`src/rtl/bcr_pkg.sv`:
```
// Purpose: shared constants and types of the boost converter register bank
// Assumes: 8-bit registers behind a two-wire serial target port
// Notes:   offsets, reset values, field positions and timing counts
package bcr_pkg;
   localparam logic [7:0] ADDR_ID     = 8'h00;
   localparam logic [7:0] ADDR_CFG    = 8'h01;
   localparam logic [7:0] ADDR_OUTPUT_VOLTAGE_CONTROL   = 8'h02;
   localparam logic [7:0] ADDR_ILIM   = 8'h03;
   localparam logic [7:0] ADDR_STAT   = 8'h04;
   localparam logic [7:0] RD_UNMAPPED = 8'hff;

   localparam logic [7:0] RST_CFG  = 8'h68;
   localparam logic [7:0] RST_OUTPUT_VOLTAGE_CONTROL = 8'h0b;
   localparam logic [7:0] RST_ILIM = 8'h16;
   localparam logic [7:0] RST_STAT = 8'h10;

   localparam int CFG_RST  = 7;
   localparam int CFG_EN   = 6;
   localparam int CFG_BYPH = 5;
   localparam int CFG_BYPL = 4;
   localparam int CFG_DSC  = 3;
   localparam int CFG_PWR  = 2;
   localparam int CFG_SPR  = 1;
   localparam int CFG_PWM  = 0;
   localparam int OUTPUT_VOLTAGE_CONTROL_PLOFF = 7;
   localparam int OUTPUT_VOLTAGE_CONTROL_LOOP  = 6;
   localparam int OUTPUT_VOLTAGE_CONTROL_CODEH = 5;

   localparam int STAT_TSD = 7;
   localparam int STAT_PFM = 5;
   localparam int STAT_OP  = 4;
   localparam int STAT_BPS = 3;
   localparam int STAT_BST = 2;
   localparam int STAT_FLT = 1;
   localparam int STAT_PG  = 0;

   // upper five bits of the 7-bit target address
   localparam logic [4:0] TGT_ADDR_HI = 5'h1d;
   // cycles after reset release before the strap is captured
   localparam logic [1:0] STRAP_WAIT  = 2'h2;

   // millivolts: base 2850, step 50, ceiling 5000
   localparam logic [12:0] OUTPUT_VOLTAGE_CONTROL_BASE_MV = 13'h0b22;
   localparam logic [12:0] OUTPUT_VOLTAGE_CONTROL_STEP_MV = 13'h0032;
   localparam logic [12:0] OUTPUT_VOLTAGE_CONTROL_MAX_MV  = 13'h1388;

   typedef enum logic [2:0] {
      ST_IDLE, ST_ADDR, ST_ACK_A, ST_WRITE, ST_ACK_W, ST_READ, ST_ACK_R
   } bcr_i2c_state_e;
endpackage : bcr_pkg

```
`src/rtl/bcr_bus_if.sv`:
```
// Purpose: register access strobes between serial target and register bank
// Assumes: single clock, strobes are one-cycle combinational pulses
// Notes:   addr is the auto-incrementing register pointer
`timescale 1ns/1ns
interface bcr_bus_if;
   logic [6:0] own_addr;
   logic       addr_ok;
   logic       wr_stb;
   logic       rd_stb;
   logic [7:0] addr;
   logic [7:0] wdata;
   logic [7:0] rdata;

   modport target (input own_addr, addr_ok, rdata,
                   output wr_stb, rd_stb, addr, wdata);
   modport bank   (output own_addr, addr_ok, rdata,
                   input wr_stb, rd_stb, addr, wdata);
endinterface : bcr_bus_if

```
`src/rtl/bcr_boost_regs.sv`:
```
// Purpose: register bank of a boost converter behind a serial target port
// Assumes: core_clk 25 MHz, rst_b is the power-on reset
// Notes:   analog flags and strap are synchronised before use
//
// Functional notes
// - target address is 11101 plus two strap bits, then direction bit
// - strap sampled once after power-on reset, address then held fixed
// - read-clear bits drop to zero when the host reads them
// - identity register is read-only: maker code high, version low
// - writing config bit 7 reloads all defaults; bit reads back zero
// - config bit 6 enables the converter, default on
// - bypass field: 00 low power, 01 forced, 1x automatic; default 10
// - config bit 3 discharges output while disabled, default on
// - output bit 7 disables power limit; config bit 2 picks 7A or 5A
// - config bit 1 enables spread spectrum in PWM
// - config bit 0: 0 light-load PFM, 1 forced PWM
// - output bit 6 raises amplifier on bypass-to-boost transition
// - output voltage code is also the boost/bypass threshold
// - reset values 0x68, 0x0B, 0x16 and status 0x10
// - reads above 0x04 return 0xFF
// - multi-byte writes and reads advance to the next address
// - thermal flag sets on trip and clears on host read
`timescale 1ns/1ns
module bcr_boost_regs #(
   parameter logic [3:0] MAKER_CODE   = 4'h5, // arbitrary value
   parameter logic [3:0] VERSION_CODE = 4'h3  // arbitrary value
) (
   input  wire logic        core_clk,
   input  wire logic        rst_b,
   input  wire logic        scl_in,
   input  wire logic        sda_in,
   output logic             sda_out,
   output logic             sda_oe,
   input  wire logic [1:0]  addr_strap,
   // thermal, bypass limit, boost limit, fault
   input  wire logic [3:0]  event_in,
   // pfm active, dcdc active, power good
   input  wire logic [2:0]  live_in,
   output logic             converter_enable,
   output logic [1:0]       bypass_policy,
   output logic             output_discharge_enable,
   output logic             discharge_on,
   output logic             power_limit_level,
   output logic             power_limit_disable,
   output logic             spread_spectrum_enable,
   output logic             forced_pwm,
   output logic             loop_adjust_on_transition,
   output logic [5:0]       output_voltage_code,
   output logic [5:0]       mode_threshold_code,
   output logic [12:0]      target_mv,
   output logic [7:0]       current_limit_setup
);
   bcr_bus_if bus ();

   logic [8:0]        sync1;
   logic [8:0]        sync2;
   logic [1:0]        strap_cnt;
   logic              strap_done;
   logic [1:0]        strap_sel;
   logic [7:0]        cfg;
   logic [7:0]        output_voltage_control;
   logic [7:0]        ilim;
   logic [3:0]        rc;
   logic [2:0]        live;
   logic [7:0]        stat_byte;
   logic [7:0]        next_cfg;
   logic [7:0]        next_output_voltage_control;
   logic [7:0]        next_ilim;
   logic [3:0]        next_rc;
   logic              next_dsc;
   logic [12:0]       next_mv;
   wire logic [3:0]   evt_s;
   wire logic [2:0]   live_s;
   wire logic [1:0]   strap_s;
   wire logic         wr_cfg;
   wire logic         wr_output_voltage_control;
   wire logic         wr_ilim;
   wire logic         soft_rst;
   wire logic         rd_stat;
   wire logic         rd_ro;
   wire logic [12:0]  raw_mv;
   wire logic [12:0]  now_raw_mv;

   bcr_i2c_target u_target (
      .core_clk (core_clk),
      .rst_b    (rst_b),
      .scl_in   (scl_in),
      .sda_in   (sda_in),
      .sda_oe   (sda_oe),
      .bus      (bus.target)
   );

   assign strap_s = sync2[8:7];
   assign evt_s   = sync2[6:3];
   assign live_s  = sync2[2:0];

   // decode of host accesses
   assign wr_cfg   = bus.wr_stb && bus.addr == bcr_pkg::ADDR_CFG;
   assign wr_output_voltage_control  = bus.wr_stb && bus.addr == bcr_pkg::ADDR_OUTPUT_VOLTAGE_CONTROL;
   assign wr_ilim  = bus.wr_stb && bus.addr == bcr_pkg::ADDR_ILIM;
   assign soft_rst = wr_cfg && bus.wdata[bcr_pkg::CFG_RST];
   assign rd_stat  = bus.rd_stb && bus.addr == bcr_pkg::ADDR_STAT;
   assign rd_ro    = bus.addr == bcr_pkg::ADDR_ID
                  || bus.addr >= bcr_pkg::ADDR_STAT;

   assign bus.own_addr = {bcr_pkg::TGT_ADDR_HI, strap_sel};
   assign bus.addr_ok  = strap_done;

   // read data selection
   assign bus.rdata =
      (bus.addr == bcr_pkg::ADDR_ID)   ? {MAKER_CODE, VERSION_CODE} :
      (bus.addr == bcr_pkg::ADDR_CFG)  ? cfg :
      (bus.addr == bcr_pkg::ADDR_OUTPUT_VOLTAGE_CONTROL) ? output_voltage_control :
      (bus.addr == bcr_pkg::ADDR_ILIM) ? ilim :
      (bus.addr == bcr_pkg::ADDR_STAT) ? stat_byte :
      bcr_pkg::RD_UNMAPPED;

   always_comb
   begin
      stat_byte = 8'h00;
      stat_byte[bcr_pkg::STAT_TSD] = rc[3];
      stat_byte[bcr_pkg::STAT_PFM] = live[2];
      stat_byte[bcr_pkg::STAT_OP]  = live[1];
      stat_byte[bcr_pkg::STAT_BPS] = rc[2];
      stat_byte[bcr_pkg::STAT_BST] = rc[1];
      stat_byte[bcr_pkg::STAT_FLT] = rc[0];
      stat_byte[bcr_pkg::STAT_PG]  = live[0];
   end

   // the reset bit is never stored, so it reads back as zero
   assign next_cfg = soft_rst ? bcr_pkg::RST_CFG :
                     wr_cfg   ? {1'b0, bus.wdata[6:0]} : cfg;
   assign next_output_voltage_control = soft_rst ? bcr_pkg::RST_OUTPUT_VOLTAGE_CONTROL :
                      wr_output_voltage_control  ? bus.wdata : output_voltage_control;
   assign next_ilim = soft_rst ? bcr_pkg::RST_ILIM :
                      wr_ilim  ? bus.wdata : ilim;
   // an event in the clearing cycle survives the clear
   assign next_rc = ((soft_rst || rd_stat) ? 4'h0 : rc) | evt_s;
   assign next_dsc = ~next_cfg[bcr_pkg::CFG_EN]
                   & next_cfg[bcr_pkg::CFG_DSC];

   assign raw_mv = 13'(bcr_pkg::OUTPUT_VOLTAGE_CONTROL_BASE_MV
                 + 13'(next_output_voltage_control[5:0]) * bcr_pkg::OUTPUT_VOLTAGE_CONTROL_STEP_MV);
   assign next_mv = (raw_mv > bcr_pkg::OUTPUT_VOLTAGE_CONTROL_MAX_MV) ?
                    bcr_pkg::OUTPUT_VOLTAGE_CONTROL_MAX_MV : raw_mv;
   assign now_raw_mv = 13'(bcr_pkg::OUTPUT_VOLTAGE_CONTROL_BASE_MV
                     + 13'(output_voltage_control[5:0]) * bcr_pkg::OUTPUT_VOLTAGE_CONTROL_STEP_MV);

   always_ff @(posedge core_clk)
   begin
      sync1 <= {addr_strap, event_in, live_in};
      sync2 <= sync1;
   end

   // strap captured once, a few cycles after power-on release
   always_ff @(posedge core_clk)
   begin
      if (!rst_b)
      begin
         strap_cnt  <= 2'h0;
         strap_done <= 1'b0;
         strap_sel  <= 2'h0;
      end
      else if (!strap_done)
      begin
         strap_cnt <= 2'(strap_cnt + 2'h1);
         if (strap_cnt == bcr_pkg::STRAP_WAIT)
         begin
            strap_sel  <= strap_s;
            strap_done <= 1'b1;
         end
      end
   end

   always_ff @(posedge core_clk)
   begin
      if (!rst_b)
      begin
         cfg  <= bcr_pkg::RST_CFG;
         output_voltage_control <= bcr_pkg::RST_OUTPUT_VOLTAGE_CONTROL;
         ilim <= bcr_pkg::RST_ILIM;
         rc   <= 4'h0;
         live <= {bcr_pkg::RST_STAT[bcr_pkg::STAT_PFM],
                  bcr_pkg::RST_STAT[bcr_pkg::STAT_OP],
                  bcr_pkg::RST_STAT[bcr_pkg::STAT_PG]};
      end
      else
      begin
         cfg  <= next_cfg;
         output_voltage_control <= next_output_voltage_control;
         ilim <= next_ilim;
         rc   <= next_rc;
         live <= live_s;
      end
   end

   always_ff @(posedge core_clk)
   begin
      if (!rst_b)
      begin
         discharge_on <= 1'b0;
         target_mv    <= 13'h0d48;
         sda_out      <= 1'b0;
      end
      else
      begin
         discharge_on <= next_dsc;
         target_mv    <= next_mv;
         sda_out      <= 1'b0;
      end
   end

   // control outputs are register bits
   assign converter_enable          = cfg[bcr_pkg::CFG_EN];
   assign bypass_policy             = cfg[bcr_pkg::CFG_BYPH:
                                          bcr_pkg::CFG_BYPL];
   assign output_discharge_enable   = cfg[bcr_pkg::CFG_DSC];
   assign power_limit_level         = cfg[bcr_pkg::CFG_PWR];
   assign spread_spectrum_enable    = cfg[bcr_pkg::CFG_SPR];
   assign forced_pwm                = cfg[bcr_pkg::CFG_PWM];
   assign power_limit_disable       = output_voltage_control[bcr_pkg::OUTPUT_VOLTAGE_CONTROL_PLOFF];
   assign loop_adjust_on_transition = output_voltage_control[bcr_pkg::OUTPUT_VOLTAGE_CONTROL_LOOP];
   assign output_voltage_code       = output_voltage_control[bcr_pkg::OUTPUT_VOLTAGE_CONTROL_CODEH:0];
   assign mode_threshold_code       = output_voltage_control[bcr_pkg::OUTPUT_VOLTAGE_CONTROL_CODEH:0];
   assign current_limit_setup       = ilim;
endmodule : bcr_boost_regs

```
`src/rtl/bcr_i2c_target.sv`:
```
// Purpose: two-wire serial target, byte framing, ack and register pointer
// Assumes: scl and sda arrive asynchronously, sda is open drain
// Notes:   no clock stretching; first written byte loads the pointer
`timescale 1ns/1ns
module bcr_i2c_target (
   input  wire logic core_clk,
   input  wire logic rst_b,
   input  wire logic scl_in,
   input  wire logic sda_in,
   output logic      sda_oe,
   bcr_bus_if.target bus
);
   logic [2:0]                  scl_q;
   logic [2:0]                  sda_q;
   bcr_pkg::bcr_i2c_state_e     state;
   logic [7:0]                  sh;
   logic [3:0]                  cnt;
   logic                        rw;
   logic                        first;
   logic                        nack;
   logic [7:0]                  ptr;
   wire logic                   scl_rise;
   wire logic                   scl_fall;
   wire logic                   start_c;
   wire logic                   stop_c;
   wire logic                   load_tx;
   wire logic                   wr_go;

   assign scl_rise = scl_q[1] & ~scl_q[2];
   assign scl_fall = ~scl_q[1] & scl_q[2];
   assign start_c  = scl_q[1] & scl_q[2] & sda_q[2] & ~sda_q[1];
   assign stop_c   = scl_q[1] & scl_q[2] & ~sda_q[2] & sda_q[1];
   assign load_tx  = scl_fall & ~start_c & ~stop_c
                   & ((state == bcr_pkg::ST_ACK_A & rw)
                   | (state == bcr_pkg::ST_ACK_R & ~nack));
   assign wr_go    = scl_fall & state == bcr_pkg::ST_WRITE
                   & cnt == 4'h8 & ~first;
   assign bus.rd_stb = load_tx;
   assign bus.wr_stb = wr_go;
   assign bus.addr   = ptr;
   assign bus.wdata  = sh;

   // q[0] feeds only q[1]; q[2] keeps the previous synchronised level
   always_ff @(posedge core_clk)
   begin
      scl_q <= {scl_q[1:0], scl_in};
      sda_q <= {sda_q[1:0], sda_in};
   end

   always_ff @(posedge core_clk)
   begin
      if (!rst_b)
      begin
         state  <= bcr_pkg::ST_IDLE;
         sh     <= 8'h00;
         cnt    <= 4'h0;
         rw     <= 1'b0;
         first  <= 1'b0;
         nack   <= 1'b0;
         ptr    <= 8'h00;
         sda_oe <= 1'b0;
      end
      else if (stop_c)
      begin
         state  <= bcr_pkg::ST_IDLE;
         sda_oe <= 1'b0;
      end
      else if (start_c)
      begin
         state  <= bcr_pkg::ST_ADDR;
         cnt    <= 4'h0;
         sda_oe <= 1'b0;
      end
      else if (scl_rise)
      begin
         if (state == bcr_pkg::ST_ADDR || state == bcr_pkg::ST_WRITE)
         begin
            sh  <= {sh[6:0], sda_q[1]};
            cnt <= 4'(cnt + 4'h1);
         end
         else if (state == bcr_pkg::ST_READ)
            cnt <= 4'(cnt + 4'h1);
         else if (state == bcr_pkg::ST_ACK_R)
            nack <= sda_q[1];
      end
      else if (load_tx)
      begin
         // reads walk upward through the map
         sh     <= bus.rdata;
         sda_oe <= ~bus.rdata[7];
         ptr    <= 8'(ptr + 8'h01);
         cnt    <= 4'h0;
         state  <= bcr_pkg::ST_READ;
      end
      else if (scl_fall)
      begin
         case (state)
            bcr_pkg::ST_ADDR:
               if (cnt == 4'h8)
               begin
                  if (sh[7:1] == bus.own_addr && bus.addr_ok)
                  begin
                     sda_oe <= 1'b1;
                     rw     <= sh[0];
                     state  <= bcr_pkg::ST_ACK_A;
                  end
                  else
                     state <= bcr_pkg::ST_IDLE;
               end
            bcr_pkg::ST_WRITE:
               if (cnt == 4'h8)
               begin
                  // every byte is acked, read-only targets too
                  sda_oe <= 1'b1;
                  state  <= bcr_pkg::ST_ACK_W;
                  first  <= 1'b0;
                  if (first)
                     ptr <= sh;
                  else
                     ptr <= 8'(ptr + 8'h01);
               end
            bcr_pkg::ST_ACK_A, bcr_pkg::ST_ACK_W:
            begin
               first  <= (state == bcr_pkg::ST_ACK_A);
               sda_oe <= 1'b0;
               cnt    <= 4'h0;
               state  <= bcr_pkg::ST_WRITE;
            end
            bcr_pkg::ST_READ:
               if (cnt == 4'h8)
               begin
                  sda_oe <= 1'b0;
                  state  <= bcr_pkg::ST_ACK_R;
               end
               else
               begin
                  sda_oe <= ~sh[6];
                  sh     <= {sh[6:0], 1'b0};
               end
            bcr_pkg::ST_ACK_R:
            begin
               sda_oe <= 1'b0;
               state  <= bcr_pkg::ST_IDLE;
            end
            default:
               state <= bcr_pkg::ST_IDLE;
         endcase
      end
   end
endmodule : bcr_i2c_target

```
`config.mk`:
```
export PLATFORM = sky130hd
export DESIGN_NAME = bcr_boost_regs
export DESIGN_NICKNAME = d
export VERILOG_FILES = /design/src/rtl/bcr_pkg.sv /design/src/rtl/bcr_bus_if.sv /design/src/rtl/bcr_boost_regs.sv /design/src/rtl/bcr_i2c_target.sv
export SDC_FILE = /design/constraint.sdc
export NUM_CORES = 1
export LEC_CHECK = 0
export ABC_AREA = 1
export BUFFER_PORTS_ARGS = -buffer_cell sky130_fd_sc_hd__buf_2
export CORE_MARGIN = 2
export CORE_UTILIZATION = 59
export CTS_CLUSTER_SIZE = 20
export DETAILED_ROUTE_END_ITERATION = 6
export GPL_ROUTABILITY_DRIVEN = 0
export PLACE_DENSITY = 0.85
export SLEW_MARGIN = 40
export SYNTH_ARGS = -nofsm -noshare
export SYNTH_HDL_FRONTEND = slang
export SYNTH_SLANG_ARGS = --single-unit
```
`constraint.sdc`:
```
create_clock -name core_clk -period 4.6 [get_ports core_clk]
set_clock_uncertainty 0.2 [all_clocks]
set_input_delay 0.46 -clock core_clk [delete_from_list [all_inputs] [get_ports core_clk]]
set_output_delay 0.46 -clock core_clk [all_outputs]
set_load 0.02 [all_outputs]
```
==> results.json <==
{
  "ir_worst_vdd_v": 0.000167,
  "syn_to_final_growth_pct": 17.0,
  "h-tree-depth": 3,
  "syn-cell-area_mm2": 0.00518,
  "die_w_um": 97.7,
  "start_util_pct": 60.0,
  "layout-drive-gt1-share_pct": 21.6,
  "cp_data_arrival_time_ps": 4580,
  "cp_top_family": "simple AND/OR/NAND/NOR gates",
  "combinationalPowerShare_pct": 7.6,
  "numPortBuffers": 55,
  "clk_latency_ps": 380,
  "finalWirelength_um": 14100,
  "clockPowerShare_pct": 34.9,
  "clkTransAtPathRegs_ps": 110,
  "clockRootBuffer": "clkbuf_8",
  "period_share_pct": 97.7,
  "cts_inserted_buffers": 9,
  "cts_buffer_depth": 2,
  "rrSetupSlack_ps": 110,
  "die_h_um": 97.7,
  "fin_cells": 861,
  "first_pass_iters": 5,
  "cap_violations": 0,
  "synth_cells": 675,
  "min-delay-start": "u_target.scl_q[0]$_DFF_P_",
  "grt_start_max_net_pins": 29,
  "setup_viol": 0,
  "worst-path-buf-inv": 4,
  "cts_tree": "built",
  "grt_usage_pct": 27.5,
  "async_reset_ff_share_pct": 0,
  "status": "finished, final reports clean",
  "swShare_pct": 27.9,
  "die-area_mm2": 0.00954,
  "tightest_slew_ps": 785,
  "reg2reg_from": "u_target.bus.addr[0]$_SDFFE_PN0P_",
  "p_seq_share_pct": 57.5,
  "power-per-cell-area_mw_per_mm2": 263,
  "yosysSeqAreaShare_pct": 38.3,
  "dpl.hpwl_um": 9270,
  "n_antenna_cell": 0,
  "antenna_found_initial": 0,
  "total_power_w": 0.00159,
  "grt_pass1_vias": 4632,
  "overflow": 0,
  "ys.flop_type": "dfxtp_1",
  "cts_num_sinks": 99,
  "synth_edf_count": 0,
  "p_leak_nw": 2.69,
  "critPathKind": "register to register",
  "placement.setup.worst_slack_ps": 27.7,
  "drc": 0,
  "relSlewSlack_pct": 47.3,
  "via_per_inst": 5.89,
  "fin_area_mm2": 0.00606,
  "worst_path_most_repeated_cell": "nand2_1",
  "route.antenna.remaining_nets": 0,
  "worst_ep_required_time_ps": 4690,
  "place_area_mm2": 0.00552,
  "path_max_fanout": 7,
  "coreArea_mm2": 0.00864,
  "synth_seq_cells": 99,
  "startpoint_type": "register",
  "ioPinCount": 58,
  "fin_crit_ps": 4490,
  "hold_violations": 0,
  "drtIter0Drc": 549,
  "yosys_warnings": 0,
  "final.setup.worst_slack_ps": 106,
  "synth_area_per_cell_um2": 7.67,
  "wire_per_inst_um": 16.4,
  "crit_start": "u_target.bus.addr[0]$_SDFFE_PN0P_",
  "vias": 5074,
  "dp_cells": 824,
  "switchingPower_w": 0.000445,
  "p_int_w": 0.00115,
  "max_freq_mhz": 223,
  "maxSlewViolCount": 0,
  "synth.distinct_cells": 44,
  "grt_pass1_wl_um": 21400,
  "max_stage_delay_ps": 370,
  "worst_path_max_delay_cell": "dfxtp_2",
  "nets": 797,
  "hold_class": "register to register",
  "critPathCaptureType": "register",
  "placementRows": 34
}
-- routing by layer --
metal  GRT usage, %  part of all wire, %  vias to the layer above  wire length [um]
met2           44.9                   47                      331              6690
met1           35.6                   39                     2312              5540
li1               -                    -                     2366                 -
met5              0                    0                        -                 0
met4           11.5                  3.4                        0               474
met3           5.32                   10                       65              1410
-- cell families (layout without fill, tap and decap cells) --
family | count (synthesis) | after routing | share of synthesized area (%)
XOR/XNOR | 8 | 8 | 1.35
adder cells (fa/ha/maj) | 36 | 36 | 8.84
AND/OR/NAND/NOR | 276 | 277 | 27.0
flip-flops | 99 | 99 | 38.3
buffers and inverters | 115 | 191 | 9.04
other | 1 | 2 | 0.0724
multiplexers | 1 | 1 | 0.193
AO/OA/AOI/OAI | 139 | 139 | 15.2
-- repair_timing --
action | 4_1_cts | 5_1_grt
endpoints found under the setup margin | 2 | 12
pin swaps | 1 | 10
buffers inserted | 0 | 9
resized for setup | 1 | 39
gates cloned | 0 | 1
hold endpoints to repair | 11 | 0
hold buffers | 11 | 0
-- final timing paths --
| path | endpoint | depth (start not counted) |
|---|---|---|
| hold reg to reg | u_target.scl_q[1]$_DFF_P_ | 0 |
| setup / recovery | target_mv[2]$_SDFF_PP0_ | 30 |
| setup reg to reg | target_mv[2]$_SDFF_PP0_ | 30 |
| hold / removal | u_target.scl_q[1]$_DFF_P_ | 0 |
-- Yosys cell counts (8+ instances only) --
cell type | instances | share of area [%]
nor3_1 | 13 | 1.3
a21oi_1 | 59 | 5.7
nand3_1 | 30 | 2.9
inv_1 | 91 | 6.6
dfxtp_1 | 99 | 38
nand4_1 | 8 | 0.97
o21ai_0 | 42 | 4.1
ha_1 | 35 | 8.5
nand2_1 | 125 | 9.1
clkbuf_1 | 8 | 0.58
buf_4 | 8 | 1.2
nor2_1 | 51 | 3.7
-- stage by stage --
step | TNS, ps | hold WS, ps | utilization (%)
global route | -1110 | 137 | 70.2
floorplan | 0 | 110 | -
CTS | 0 | 137 | 67.5
detailed placement | 0 | 113 | 64.0
global placement | 0 | 110 | 64.0
finish | 0 | 132 | 70.2
-- placed cells by master (no fill, tap or decap), types with 5 or more instances in the layout --
| cell type | n |
|---|---|
| o21ai_0 | 41 |
| buf_2 | 55 |
| nand3_2 | 8 |
| clkbuf_8 | 9 |
| inv_1 | 87 |
| inv_2 | 5 |
| nor2_1 | 46 |
| nor3_1 | 11 |
| o221ai_1 | 5 |
| nand3b_1 | 5 |
| o211ai_1 | 5 |
| o22ai_1 | 5 |
| ha_1 | 27 |
| dfxtp_1 | 95 |
| nand2_4 | 7 |
| nand2_2 | 9 |
| a21oi_1 | 56 |
| a211oi_1 | 7 |
| nand3_1 | 28 |
| nor2_2 | 11 |
| nand4_1 | 8 |
| dlygate4sd3_1 | 11 |
| nand2_1 | 122 |
| nor2_4 | 6 |
| buf_4 | 15 |
-- final cells by class --
| type | count | area [um^2] |
|---|---|---|
| clock inverters | 7 | 71.3 |
| well taps | 108 | 135 |
| fillers | 628 | 2580 |
| multi-input cells | 463 | 2890 |
| inverters | 94 | 355 |
| clock buffers | 9 | 124 |
| repair buffers | 81 | 498 |
| flip-flops and latches | 99 | 1990 |
-- power by group through the flow --
stage	clock network, W	logic (W)	registers, W
3_5_place_dp	0	0.000105	0.000934
3_3_place_gp	0	0.000100	0.000932
4_1_cts	0.000562	0.000113	0.000915
6_report	0.000556	0.000121	0.000916
2_1_floorplan	0	0.0000834	0.000926
5_1_grt	0.000593	0.000137	0.000920
-- worst reg2reg max path, delay by kind of cell, from the launching register on --
family                     cells  cell delay [ps]
and+or+nand+nor               21             2000
adders and majority gates      5             1460
DFF                            1              370
buffers and inverters          4              360
-- state kept, by name (all words and copies together) (netlist names), 2 cells and up --
signal	cells
target_mv	12
sync1	9
live	3
sync2	9
current_limit_setup	8
u_target.scl_q	3
u_target.state	3
u_target.bus.addr	8
cfg	7
u_target.cnt	4
rc	4
strap_sel	2
u_target.sda_q	3
u_target.bus.wdata	8
strap_cnt	2
output_voltage_control	8
No activity file was read; power rests on OpenSTA's default activity.
